`src/pkg/wsio_map.vh`:
```
// constants for the welder status and timesharing io block
`ifndef WSIO_MAP_VH
`define WSIO_MAP_VH
`define WSIO_CLK_HZ        10000000
`define WSIO_TICK_MS       1
`define WSIO_TICK_CYC      ((`WSIO_CLK_HZ / 1000) * `WSIO_TICK_MS)
`define WSIO_PULSE_MS      40
`define WSIO_OFF_CTRL      12'h000
`define WSIO_OFF_STAT      12'h004
`define WSIO_OFF_IRQ_ST    12'h008
`define WSIO_OFF_IRQ_MSK   12'h00C
`define WSIO_OFF_REFPWR    12'h010
`define WSIO_OFF_LAMPPWR   12'h014
`define WSIO_CTRL_INDEP    0
`define WSIO_CTRL_RST      8'h00
`define WSIO_EV_FAULT      0
`define WSIO_EV_FLASH      1
`define WSIO_EV_MONOK      2
`define WSIO_EV_MONBAD     3
`define WSIO_EV_OVERPWR    4
`define WSIO_EV_EXTSEL     5
`define WSIO_EV_W          6
`endif

```
`src/logic/wsio_pulse.v`:
```
// restartable fixed-length pulse timer counted in millisecond ticks
module wsio_pulse #(
	parameter LEN_MS = 40,
	parameter CW     = 8
) (
	sys_clk,
	rst,
	ce,
	tick,
	trig,
	pulse
);
	input  wire          sys_clk;
	input  wire          rst;
	input  wire          ce;
	input  wire          tick;
	input  wire          trig;
	output reg           pulse;
	reg    [CW-1:0]      cnt_r;
	always @(posedge sys_clk or posedge rst) begin
		if (rst) begin
			cnt_r <= {CW{1'b0}};
			pulse <= 1'b0;
		end else if (ce) begin
			if (trig) begin
				// restart from the top so back-to-back events stretch the pulse
				cnt_r <= LEN_MS[CW-1:0];
				pulse <= 1'b1;
			end else if (tick && cnt_r != {CW{1'b0}}) begin
				cnt_r <= cnt_r - {{(CW-1){1'b0}}, 1'b1};
				pulse <= (cnt_r != {{(CW-1){1'b0}}, 1'b1});
			end
		end
	end
endmodule // wsio_pulse

```
`src/logic/wsio_top.v`:
```
// welder status outputs, timesharing select inputs and apb register file
//
// Our own choices: the register addresses and register access over APB.
`include "wsio_map.vh"
module wsio_top #(
	parameter TICK_CYC = `WSIO_TICK_CYC,
	parameter PULSE_MS = `WSIO_PULSE_MS,
	parameter PWR_W    = 16
) (
	sys_clk,
	rst,
	ce,
	hv_on_in,
	cap_full_in,
	fault_in,
	flash_done_in,
	mon_valid_in,
	mon_in_range_in,
	lamp_power_in,
	fault_reset_pin,
	external_control_select_pin,
	ts_sel_pin,
	psel,
	penable,
	pwrite,
	paddr,
	pwdata,
	prdata,
	pready,
	pslverr,
	irq,
	ready_out,
	hv_on_out,
	trouble_closed_out,
	end_out,
	mon_ok_out,
	mon_bad_out,
	ext_recv_out,
	lamp_ok_out,
	unused_out,
	ts_unit_drive,
	ts_unit_on_out,
	ext_fault_reset
);
	input  wire              sys_clk;
	input  wire              rst;
	input  wire              ce;
	input  wire              hv_on_in;
	input  wire              cap_full_in;
	input  wire              fault_in;
	input  wire              flash_done_in;
	input  wire              mon_valid_in;
	input  wire              mon_in_range_in;
	input  wire [PWR_W-1:0]  lamp_power_in;
	input  wire              fault_reset_pin;
	input  wire              external_control_select_pin;
	input  wire [2:0]        ts_sel_pin;
	input  wire              psel;
	input  wire              penable;
	input  wire              pwrite;
	input  wire [11:0]       paddr;
	input  wire [31:0]       pwdata;
	output reg  [31:0]       prdata;
	output reg               pready;
	output reg               pslverr;
	output reg               irq;
	output reg               ready_out;
	output reg               hv_on_out;
	output reg               trouble_closed_out;
	output reg               end_out;
	output reg               mon_ok_out;
	output reg               mon_bad_out;
	output reg               ext_recv_out;
	output reg               lamp_ok_out;
	output reg  [5:0]        unused_out;
	output reg  [2:0]        ts_unit_drive;
	output reg  [2:0]        ts_unit_on_out;
	output reg               ext_fault_reset;

	localparam TCW = 16;
	localparam [31:0] TICK_SPAN = TICK_CYC - 1;
	localparam [TCW-1:0] TICK_LAST = TICK_SPAN[TCW-1:0];

	// three-stage sync; only stages two and three are looked at
	reg  [4:0]           s1_r;
	reg  [4:0]           s2_r;
	reg  [4:0]           s3_r;
	reg  [4:0]           pin_r;
	wire [4:0]           raw_pins;
	assign raw_pins = {ts_sel_pin, fault_reset_pin, external_control_select_pin};

	always @(posedge sys_clk or posedge rst) begin
		if (rst) begin
			s1_r  <= 5'h00;
			s2_r  <= 5'h00;
			s3_r  <= 5'h00;
			pin_r <= 5'h00;
		end else if (ce) begin
			s1_r  <= raw_pins;
			s2_r  <= s1_r;
			s3_r  <= s2_r;
			pin_r <= (s2_r & s3_r) | (pin_r & (s2_r | s3_r));
		end
	end

	wire       sel_q   = pin_r[0];
	wire       frst_q  = pin_r[1];
	wire [2:0] ts_q    = pin_r[4:2];

	// millisecond tick
	// ce low freezes the divider too, so a status pulse stretches by the frozen time
	reg  [TCW-1:0]  tdiv_r;
	reg             tick_r;
	always @(posedge sys_clk or posedge rst) begin
		if (rst) begin
			tdiv_r <= {TCW{1'b0}};
			tick_r <= 1'b0;
		end else if (ce) begin
			tick_r <= (tdiv_r == TICK_LAST);
			tdiv_r <= (tdiv_r == TICK_LAST) ? {TCW{1'b0}} : tdiv_r + 16'h0001;
		end
	end

	// event edges
	reg  flash_d_r;
	reg  mon_d_r;
	reg  fault_d_r;
	wire flash_ev  = flash_done_in & ~flash_d_r;
	wire mon_ev    = mon_valid_in & ~mon_d_r;
	wire mon_ok_ev = mon_ev & mon_in_range_in;
	wire mon_bd_ev = mon_ev & ~mon_in_range_in;
	wire fault_ev  = fault_in & ~fault_d_r;

	// registers
	reg  [7:0]        ctrl_r;
	reg  [PWR_W-1:0]  ref_pwr_r;
	reg  [`WSIO_EV_W-1:0] ist_r;
	reg  [`WSIO_EV_W-1:0] imsk_r;
	reg               alarm_r;
	reg               sel_d_r;
	reg               over_d_r;
	wire              over_pwr = (lamp_power_in > ref_pwr_r);
	wire              indep    = ctrl_r[`WSIO_CTRL_INDEP];
	wire              acc      = psel & penable;
	wire              wr       = acc & pwrite;
	wire              wr_done  = wr & pready;
	wire              map_hit  = (paddr == `WSIO_OFF_CTRL) || (paddr == `WSIO_OFF_STAT) ||
	                             (paddr == `WSIO_OFF_IRQ_ST) || (paddr == `WSIO_OFF_IRQ_MSK) ||
	                             (paddr == `WSIO_OFF_REFPWR) || (paddr == `WSIO_OFF_LAMPPWR);
	wire [`WSIO_EV_W-1:0] ev_vec = {sel_q & ~sel_d_r, over_pwr & ~over_d_r, mon_bd_ev,
	                                mon_ok_ev, flash_ev, fault_ev};
	wire [`WSIO_EV_W-1:0] clr_vec = (wr && paddr == `WSIO_OFF_IRQ_ST) ?
	                                pwdata[`WSIO_EV_W-1:0] : {`WSIO_EV_W{1'b0}};
	wire [`WSIO_EV_W-1:0] ist_nxt = (ist_r & ~clr_vec) | ev_vec;
	wire [`WSIO_EV_W-1:0] ist_upd = wr_done ? ist_nxt : (ist_r | ev_vec);
	// status ready and hv bits read the live inputs, a cycle ahead of the registered pins
	wire [31:0] stat_word = {20'h00000, ts_unit_on_out, alarm_r, over_pwr, sel_q,
	                         mon_bad_out, mon_ok_out, end_out, alarm_r, hv_on_in,
	                         hv_on_in & cap_full_in};

	reg  [31:0] rd_mux;
	always @* begin
		rd_mux = 32'h00000000;
		case (paddr)
		`WSIO_OFF_CTRL:    rd_mux = {24'h000000, ctrl_r};
		`WSIO_OFF_STAT:    rd_mux = stat_word;
		`WSIO_OFF_IRQ_ST:  rd_mux = {{(32-`WSIO_EV_W){1'b0}}, ist_r};
		`WSIO_OFF_IRQ_MSK: rd_mux = {{(32-`WSIO_EV_W){1'b0}}, imsk_r};
		`WSIO_OFF_REFPWR:  rd_mux = {{(32-PWR_W){1'b0}}, ref_pwr_r};
		`WSIO_OFF_LAMPPWR: rd_mux = {{(32-PWR_W){1'b0}}, lamp_power_in};
		default:           rd_mux = 32'h00000000;
		endcase
	end

	always @(posedge sys_clk or posedge rst) begin
		if (rst) begin
			ctrl_r    <= `WSIO_CTRL_RST;
			ref_pwr_r <= {PWR_W{1'b1}};
			ist_r     <= {`WSIO_EV_W{1'b0}};
			imsk_r    <= {`WSIO_EV_W{1'b0}};
			prdata    <= 32'h00000000;
			pready    <= 1'b0;
			pslverr   <= 1'b0;
			irq       <= 1'b0;
			flash_d_r <= 1'b0;
			mon_d_r   <= 1'b0;
			fault_d_r <= 1'b0;
			sel_d_r   <= 1'b0;
			over_d_r  <= 1'b0;
		end else if (ce) begin
			flash_d_r <= flash_done_in;
			mon_d_r   <= mon_valid_in;
			fault_d_r <= fault_in;
			sel_d_r   <= sel_q;
			over_d_r  <= over_pwr;
			// one wait state: pready is set at the end of the first access cycle, stands in the second, drops after
			pready    <= psel & penable & ~pready;
			pslverr   <= psel & penable & ~pready & ~map_hit;
			// read data is taken in the wait cycle so it stands at the pready edge
			prdata    <= (psel & ~pwrite & map_hit) ? rd_mux : 32'h00000000;
			if (wr && pready && paddr == `WSIO_OFF_CTRL)
				ctrl_r <= pwdata[7:0];
			if (wr && pready && paddr == `WSIO_OFF_IRQ_MSK)
				imsk_r <= pwdata[`WSIO_EV_W-1:0];
			if (wr && pready && paddr == `WSIO_OFF_REFPWR)
				ref_pwr_r <= pwdata[PWR_W-1:0];
			// a new event wins over a write-one clear in the same cycle
			ist_r <= ist_upd;
			irq   <= |(ist_upd & imsk_r);
		end
	end

	// fault latch; reset only acts once the cause is gone and the pin is honoured
	wire accepted_reset = frst_q & sel_q;
	always @(posedge sys_clk or posedge rst) begin
		if (rst) begin
			alarm_r <= 1'b0;
		end else if (ce) begin
			if (fault_in)
				alarm_r <= 1'b1;
			else if (accepted_reset)
				alarm_r <= 1'b0;
		end
	end

	wire end_p;
	wire ok_p;
	wire bad_p;
	wsio_pulse #(.LEN_MS(PULSE_MS), .CW(8)) u_end (
		.sys_clk (sys_clk),
		.rst     (rst),
		.ce      (ce),
		.tick    (tick_r),
		.trig    (flash_ev),
		.pulse   (end_p)
	);
	wsio_pulse #(.LEN_MS(PULSE_MS), .CW(8)) u_ok (
		.sys_clk (sys_clk),
		.rst     (rst),
		.ce      (ce),
		.tick    (tick_r),
		.trig    (mon_ok_ev),
		.pulse   (ok_p)
	);
	wsio_pulse #(.LEN_MS(PULSE_MS), .CW(8)) u_bad (
		.sys_clk (sys_clk),
		.rst     (rst),
		.ce      (ce),
		.tick    (tick_r),
		.trig    (mon_bd_ev),
		.pulse   (bad_p)
	);

	// no interlock between units: several may be driven at once
	// timesharing select only honoured in independent mode with inputs accepted
	wire [2:0] ts_req = (indep && sel_q) ? ts_q : 3'h0;

	always @(posedge sys_clk or posedge rst) begin
		if (rst) begin
			ready_out          <= 1'b0;
			hv_on_out          <= 1'b0;
			trouble_closed_out <= 1'b0;
			end_out            <= 1'b0;
			mon_ok_out         <= 1'b0;
			mon_bad_out        <= 1'b0;
			ext_recv_out       <= 1'b0;
			lamp_ok_out        <= 1'b0;
			unused_out         <= 6'h00;
			ts_unit_drive      <= 3'h0;
			ts_unit_on_out     <= 3'h0;
			ext_fault_reset    <= 1'b0;
		end else if (ce) begin
			ready_out          <= hv_on_in & cap_full_in;
			hv_on_out          <= hv_on_in;
			trouble_closed_out <= ~(alarm_r | fault_in);
			end_out            <= end_p;
			mon_ok_out         <= ok_p;
			mon_bad_out        <= bad_p;
			ext_recv_out       <= sel_q;
			lamp_ok_out        <= ~over_pwr;
			unused_out         <= 6'h00;
			ts_unit_drive      <= ts_req;
			ts_unit_on_out     <= ts_unit_drive;
			ext_fault_reset    <= accepted_reset;
		end
	end
endmodule // wsio_top

```
`config.mk`:
```
export PLATFORM = sky130hd
export DESIGN_NAME = wsio_top
export DESIGN_NICKNAME = d
export VERILOG_FILES = /design/src/logic/wsio_pulse.v /design/src/logic/wsio_top.v
export VERILOG_INCLUDE_DIRS = /design/src /design/src/pkg
export SDC_FILE = /design/constraint.sdc
export NUM_CORES = 1
export LEC_CHECK = 0
export ABC_CLOCK_PERIOD_IN_PS = 7110
export BUFFER_PORTS_ARGS = -buffer_cell sky130_fd_sc_hd__buf_4
export CORE_ASPECT_RATIO = 1.1
export CORE_UTILIZATION = 27
export CTS_BUF_LIST = sky130_fd_sc_hd__clkbuf_4 sky130_fd_sc_hd__clkbuf_8
export DETAILED_ROUTE_END_ITERATION = 8
export PLACE_DENSITY_LB_ADDON = 0.25
export SLEW_MARGIN = 10
export SYNTH_ARGS = -nofsm -noshare
export SYNTH_HDL_FRONTEND = slang
export SYNTH_HIERARCHICAL = 1
export SYNTH_SLANG_ARGS = --single-unit
```
`constraint.sdc`:
```
create_clock -name sys_clk -period 7.11 [get_ports sys_clk]
set_clock_uncertainty 0.1 [all_clocks]
set_input_delay 0.3555 -clock sys_clk [delete_from_list [all_inputs] [get_ports sys_clk]]
set_output_delay 0.3555 -clock sys_clk [all_outputs]
set_load 0.01 [all_outputs]
```
==> flow_summary.yaml, run 1 <==
routing:
  drt_pass1_iterations: 5
  ant_nets: 0
  routed_via_density: 4.765
  drc: 0
  drtIter0Drc: 414
  wl_per_cell_um: 15.66
  vias: 5542
  wl_mm: 18.21
logic_synthesis:
  seq_area_frac_synth_pct: 48.97
  async_flop_share_pct: 100.0
  synth_edf_count: 0
  ys_seq_elements: 139
  synth_flop_cell: "dfrtp_1"
  synth.cell_area_um2: 7144
  synth_cells: 693
  ys_warn_count: 6
  yosys.cell_types.count: 65
  syn_avg_cell_area_um2: 10.31
setup_path:
  setup.worst_path.class: "reg2reg"
  critPathMaxStageDelay_ns: 0.57
  cp_max_fo: 16
  cp.depth: 6
  arrival_ns: 2.78
  critPathLaunchType: "flop"
  cp-end-kind: "flop"
  r2r-start: "mon_d_r"
  crit_path_cell_trace: "nor3b_1 > buf_4 > o21ai_0 > or4_4 > or4b_1 > a22oi_1"
  critPathSlowestCell: "or4_4"
  cp_top_family: "simple AND/OR/NAND/NOR gates"
  ff2ff_path_depth: 6
  critical_path_buf_inv_count: 1
  crit_start: "mon_d_r"
  worstPathRequired_ns: 7.37
outcome:
  outcome: "finished clean"
sta:
  setup_tns_ns: 0
  max_freq_mhz: 396.9
  min_period_ns: 2.520
  worst_pin_slew_ns: 0.8809
  hold_violations: 0
  rsz0062_at_grt: "false"
  setup_viol_count_final: 0
  post-route-period-util_pct: 35.44
  max_slew_margin_pct: 40.96
  slew_viol_final: 0
layout:
  area_delta_synth_final_pct: 21.96
  drive_above_1_share_pct: 25.52
  multi_input_area_um2: 3272
  most-common-layout-cells: "123 x dfrtp_1, 100 x buf_4, 75 x nand2_1, 71 x o21ai_0, 41 x inv_1"
  seq_area_um2: 3498
  fin_nets: 901
  layout_commonest_cell: "dfrtp_1"
  diodes: 0
  finalInstanceArea_um2: 8713
  fill_cells: 2704
floorplanning:
  ios: 133
  die-area_um2: 27120
  start_util_pct: 27.41
  row_count: 62
  die_w_um: 157.1
  die_h_um: 172.6
  core_um2: 26070
cts:
  ctsResizeCount: 0
  clock_latency_ns: 0.46
  clkTransAtPathRegs_ns: 0.09
  cts-root-buf: "clkbuf_8"
  cts_sinks: 139
  clock_path_buffers: 2
  cts_made_buffers: 17
  cts_tree: "done"
  htreeDepth: 4
global_route:
  grt_pass1_vias: 5517
  antenna_found_initial: 0
  grt_max_degree: 58
  grt_pass1_wl_mm: 29.73
  track_usage_pct: 14.06
  grt_overflow: 0
power:
  power.density_nw_per_um2: 238.2
  p_leak_nw: 3.965
  ir_drop_v: 0.0001119
worst_hold_path:
  hold_depth: 2
  hold_path.class: "in2reg"
  hp-start: "fault_reset_pin"
placement:
  io_buffers: 94
  placed_area_um2: 8125
  hpwl_mm: 12.71
  gp_congestion: 0.8196
flow_run:
  drv_cap: 0
where the power goes:
group | switching, W | internal [W] | total, W
clock | 0.000363 | 0.000333 | 0.000696
sequential | 0.000109 | 0.000892 | 0.00100
combinational | 0.000203 | 0.000176 | 0.000379
worst paths after layout:
kind                                   to  slack, ns
min in group asynchronous  u_end/cnt_r[0]       0.36
setup / recovery           u_bad/cnt_r[7]       4.59
max in group asynchronous       prdata[3]       5.15
hold / removal                    s1_r[1]       0.04
hold reg to reg                  ist_r[4]       0.35
setup reg to reg           u_bad/cnt_r[7]       4.59
what timing repair did:
action / CTS / global route
hold buffers: 16 / 0
setup buffers: 0 / 0
endpoints found under the hold margin: 93 / 0
sequential cells by signal, summed over array words and instances (netlist names), 3 cells and up:
| name | cells |
|---|---|
| prdata | 16 |
| ref_pwr_r | 16 |
| tdiv_r | 16 |
| ctrl_r | 8 |
| u_bad/cnt_r | 8 |
| u_end/cnt_r | 8 |
| u_ok/cnt_r | 8 |
| imsk_r | 6 |
| ist_r | 6 |
| pin_r | 5 |
| s1_r | 5 |
| s2_r | 5 |
| s3_r | 5 |
| ts_unit_drive | 3 |
| ts_unit_on_out | 3 |
layer usage:
| metal | GRT usage [%] | wire [um] | vias up |
|---|---|---|---|
| li1 | - | - | 2698 |
| met1 | 19.44 | 8760 | 2707 |
| met4 | 4.450 | 221 | 0 |
| met3 | 3.283 | 864 | 14 |
| met5 | 0 | 0 | - |
| met2 | 21.61 | 8369 | 123 |
synth_stat cells, types with 5 or more instances:
| cell | number | area, um^2 |
|---|---|---|
| dfrtp_1 | 123 | 3078 |
| clkbuf_1 | 17 | 63.81 |
| a222oi_1 | 10 | 100.1 |
| nand2_1 | 75 | 281.5 |
| nor2b_1 | 5 | 31.28 |
| nand3_1 | 19 | 95.09 |
| a21oi_1 | 17 | 85.08 |
| dfstp_2 | 16 | 420.4 |
| mux2_2 | 32 | 360.4 |
| o21ai_0 | 71 | 355.3 |
| and3_1 | 13 | 81.33 |
| or3_1 | 9 | 56.30 |
| buf_4 | 27 | 202.7 |
| o2bb2ai_1 | 24 | 210.2 |
| a41oi_1 | 5 | 43.79 |
| xnor2_1 | 8 | 70.07 |
| a22oi_1 | 7 | 52.55 |
| ha_1 | 26 | 325.3 |
| nor2_1 | 27 | 101.4 |
| o31ai_1 | 6 | 45.04 |
| inv_1 | 42 | 157.7 |
| buf_2 | 6 | 30.03 |
| nand4_1 | 12 | 75.07 |
| mux2_4 | 8 | 120.1 |
| nor3_1 | 10 | 50.05 |
layout make-up:
cell class	instances	share of cell area (%)
well taps	352	5.055
flip-flops and latches	139	40.15
multi-input cells	481	37.55
clock inverters	15	2.226
inverters	43	1.881
clock buffers	17	2.685
repair buffers	116	10.45
stage by stage:
step           std cells  util, %  worst slack (ns)  hold slack [ns]  power, W
2_1_floorplan        714        -             3.722          0.08342  0.001254
3_3_place_gp        1115    31.17             4.188           0.3155  0.001387
3_5_place_dp        1115    31.17             4.167           0.3050  0.001390
4_1_cts             1163    33.43             4.613        0.0008071  0.002107
5_1_grt             1163    33.43             4.378         0.009671  0.002211
6_report            1163    33.43             4.590          0.03864  0.002076
cell families after synthesis:
kind of cell	after synthesis	synth area share (%)
AO/OA/AOI/OAI	172	16.22
XOR/XNOR	12	1.471
adder cells (fa/ha/maj)	26	4.553
buffers and inverters	94	6.462
flip-flops	139	48.97
multiplexers	41	6.865
other	1	0.05249
AND/OR/NAND/NOR	208	15.41
No activity file was read; power rests on OpenSTA's default activity.
==> inputs of run 2 (changes only) <==
- ABC_CLOCK_PERIOD_IN_PS: 7110 -> 2300
- clock period: 7.11 -> 2.3 ns (I/O delays scaled with it)
==> run 2 against run 1 <==
Sequential cell count did not move. Global-route usage grew 0.20 points. Critical path type unchanged. Critical endpoint is now prdata[7]. Clock power grew to 3.0 times the previous value. Cell count is 4.1% higher. Via count rose by 3.8%. Combinational power grew to 3.3 times the previous value. Core utilization grew 1.7 points.
==> flow_summary.yaml, run 2 (synthesized netlist as in run 1, its figures left out) <==
outcome:
  outcome: "finished clean"
sta:
  post-route-period-util_pct: 94.91
  max_slew_margin_pct: 56.20
  worst_pin_slew_ns: 0.6509
  slew_viol_final: 0
  hold_violations: 0
  worst_slack_ns: 0.1170
  min_period_ns: 2.183
  setup_viol_count_final: 0
  max_freq_mhz: 458.1
cts:
  cts_made_buffers: 17
  clkTransAtPathRegs_ns: 0.09
  cts-root-buf: "clkbuf_8"
  clock_path_buffers: 2
  htreeDepth: 4
  cts_sinks: 139
  clock_latency_ns: 0.44
  cts_tree: "done"
floorplanning:
  die-area_um2: 27120
  core_um2: 26070
  row_count: 62
  die_h_um: 172.6
  ios: 133
  die_w_um: 157.1
  start_util_pct: 27.41
placement:
  hpwl_mm: 13.35
  pre_cts_ws_ns: 0.01667
  gp_congestion: 0.8007
  placed_area_um2: 8337
  io_buffers: 94
routing:
  wl_per_cell_um: 15.56
  drt_pass1_iterations: 9
  wl_mm: 18.85
  routed_via_density: 4.751
  ant_nets: 0
  drtIter0Drc: 320
  vias: 5753
  drc: 0
layout:
  multi_input_area_um2: 3298
  finalInstanceArea_um2: 9165
  fin_nets: 949
  fill_cells: 2701
  area_delta_synth_final_pct: 28.28
  seq_area_um2: 3498
  biggestRegsByFlops: "prdata (16), ref_pwr_r (16), tdiv_r (16)"
  diodes: 0
  most-common-layout-cells: "123 x dfrtp_1, 123 x buf_4, 75 x nand2_1, 71 x o21ai_0, 41 x inv_1"
  drive_above_1_share_pct: 27.47
setup_path:
  cp_top_family: "compound AO/OA/AOI/OAI gates"
  critPathLaunchType: "flop"
  critical_path_buf_inv_count: 1
  cp-end-kind: "flop"
  ff2ff_path_depth: 8
  critPathSlowestCell: "dfstp_2"
  critPathMaxStageDelay_ns: 0.54
  worst-r2r-setup-slack_ns: 0.12
  arrival_ns: 2.42
  crit_path_cell_trace: "inv_1 > ha_1 > a21oi_1 > nand2_1 > a211o_1 > a211o_1 > a32oi_1 > o2bb2ai_1"
  cp_max_fo: 3
  setup.worst_path.class: "reg2reg"
  crit_top_cell: "a211o_1"
  reg2reg_to: "prdata[7]"
  worstPathRequired_ns: 2.53
  r2r-start: "ref_pwr_r[14]"
power:
  p_leak_nw: 4.161
  seq_power_share_pct: 48.3
  clock_power_share_pct: 32.4
  p_int_w: 0.004365
  switching_power_w: 0.002068
  ir_drop_v: 0.0003702
  combPwrFrac_pct: 19.3
  swShare_pct: 32.15
  power.density_nw_per_um2: 701.9
global_route:
  use_met2_pct: 22.00
  grt_pass1_vias: 5693
  grt_util_met1_pct: 20.20
  track_usage_pct: 14.26
  use_met3_pct: 3.033
  grt.busiest_layer: "met2"
  grt_overflow: 0
  grt_max_degree: 50
  grt_pass1_wl_mm: 30.31
  antenna_found_initial: 0
worst_hold_path:
  hold_depth: 3
  hold_end: "s2_r[1]"
  hp-start: "ce"
  hold_path.class: "in2reg"
flow_run:
  drv_cap: 0
==> run 2: cell types whose count changed in the layout (fill, tap and decap cells not counted), sizes merged <==
cell         change
buf             +25
dlygate4sd3     +23
inv              -7
clkinvlp         +6
clkbuf           +1
==> run 2: worst register-to-register path, stage by stage (launching register included) <==
cell and delay, ns:
dfstp_2 0.54, inv_1 0.05, ha_1 0.30, a21oi_1 0.16
nand2_1 0.08, a211o_1 0.30, a211o_1 0.28, a32oi_1 0.20
o2bb2ai_1 0.08
==> run 2: what timing repair did <==
action | CTS | global route
hold buffers | 39 | 0
setup endpoints to repair | 0 | 5
setup buffers | 0 | 1
gates resized for setup | 0 | 3
endpoints found under the hold margin | 108 | 0
==> run 2: power by group through the flow <==
| stage | sequential [W] | clock [W] | combinational [W] |
|---|---|---|---|
| final | 0.00311 | 0.00208 | 0.00124 |
| after floorplan | 0.00304 | 0 | 0.000837 |
| after CTS | 0.00310 | 0.00215 | 0.00125 |
| after global placement | 0.00315 | 0 | 0.00117 |
| after global routing | 0.00317 | 0.00225 | 0.00141 |
| after detailed placement | 0.00315 | 0 | 0.00119 |
==> run 2: layout make-up <==
class / instances / share of cell area, %
clock buffer: 18 / 2.703
clock inverter: 14 / 1.761
inverter: 43 / 1.802
multi-input combinational: 481 / 35.99
sequential: 139 / 38.17
tap: 352 / 4.805
timing repair buffer: 164 / 14.77
==> run 2: per-stage QoR <==
stage / utilization (%) / total power [W] / setup TNS [ns] / instances / hold slack [ns]
floorplan: - / 0.003879 / 0 / 714 / -0.1571
global placement: 31.98 / 0.004317 / 0 / 1139 / 0.06676
CTS: 35.05 / 0.006503 / 0 / 1210 / 0.01680
global route: 35.16 / 0.006831 / -0.002035 / 1211 / 0.03855
detailed placement: 31.98 / 0.004339 / 0 / 1139 / 0.06335
finish: 35.16 / 0.006433 / 0 / 1211 / 0.01716
==> run 2: metal layers <==
layer | vias up | share of wire (%) | routed length (um)
met3 | 18 | 4.5 | 850
met5 | - | 0 | 0
met4 | 0 | 1.1 | 207
met2 | 144 | 45 | 8480
li1 | 2778 | - | -
met1 | 2813 | 49 | 9307
==> run 2: worst max path at each step <==
stage               slack [ns]              to           from  cells after the start
finish                    0.12       prdata[7]  ref_pwr_r[14]                      8
global route            -0.002             irq  ref_pwr_r[14]                      8
CTS                     0.0003       prdata[7]   ref_pwr_r[7]                      8
detailed placement        0.02       prdata[7]   ref_pwr_r[7]                      8
global placement          0.04       prdata[7]   ref_pwr_r[7]                      8
floorplan                 0.06  u_bad/cnt_r[7]        mon_d_r                      5
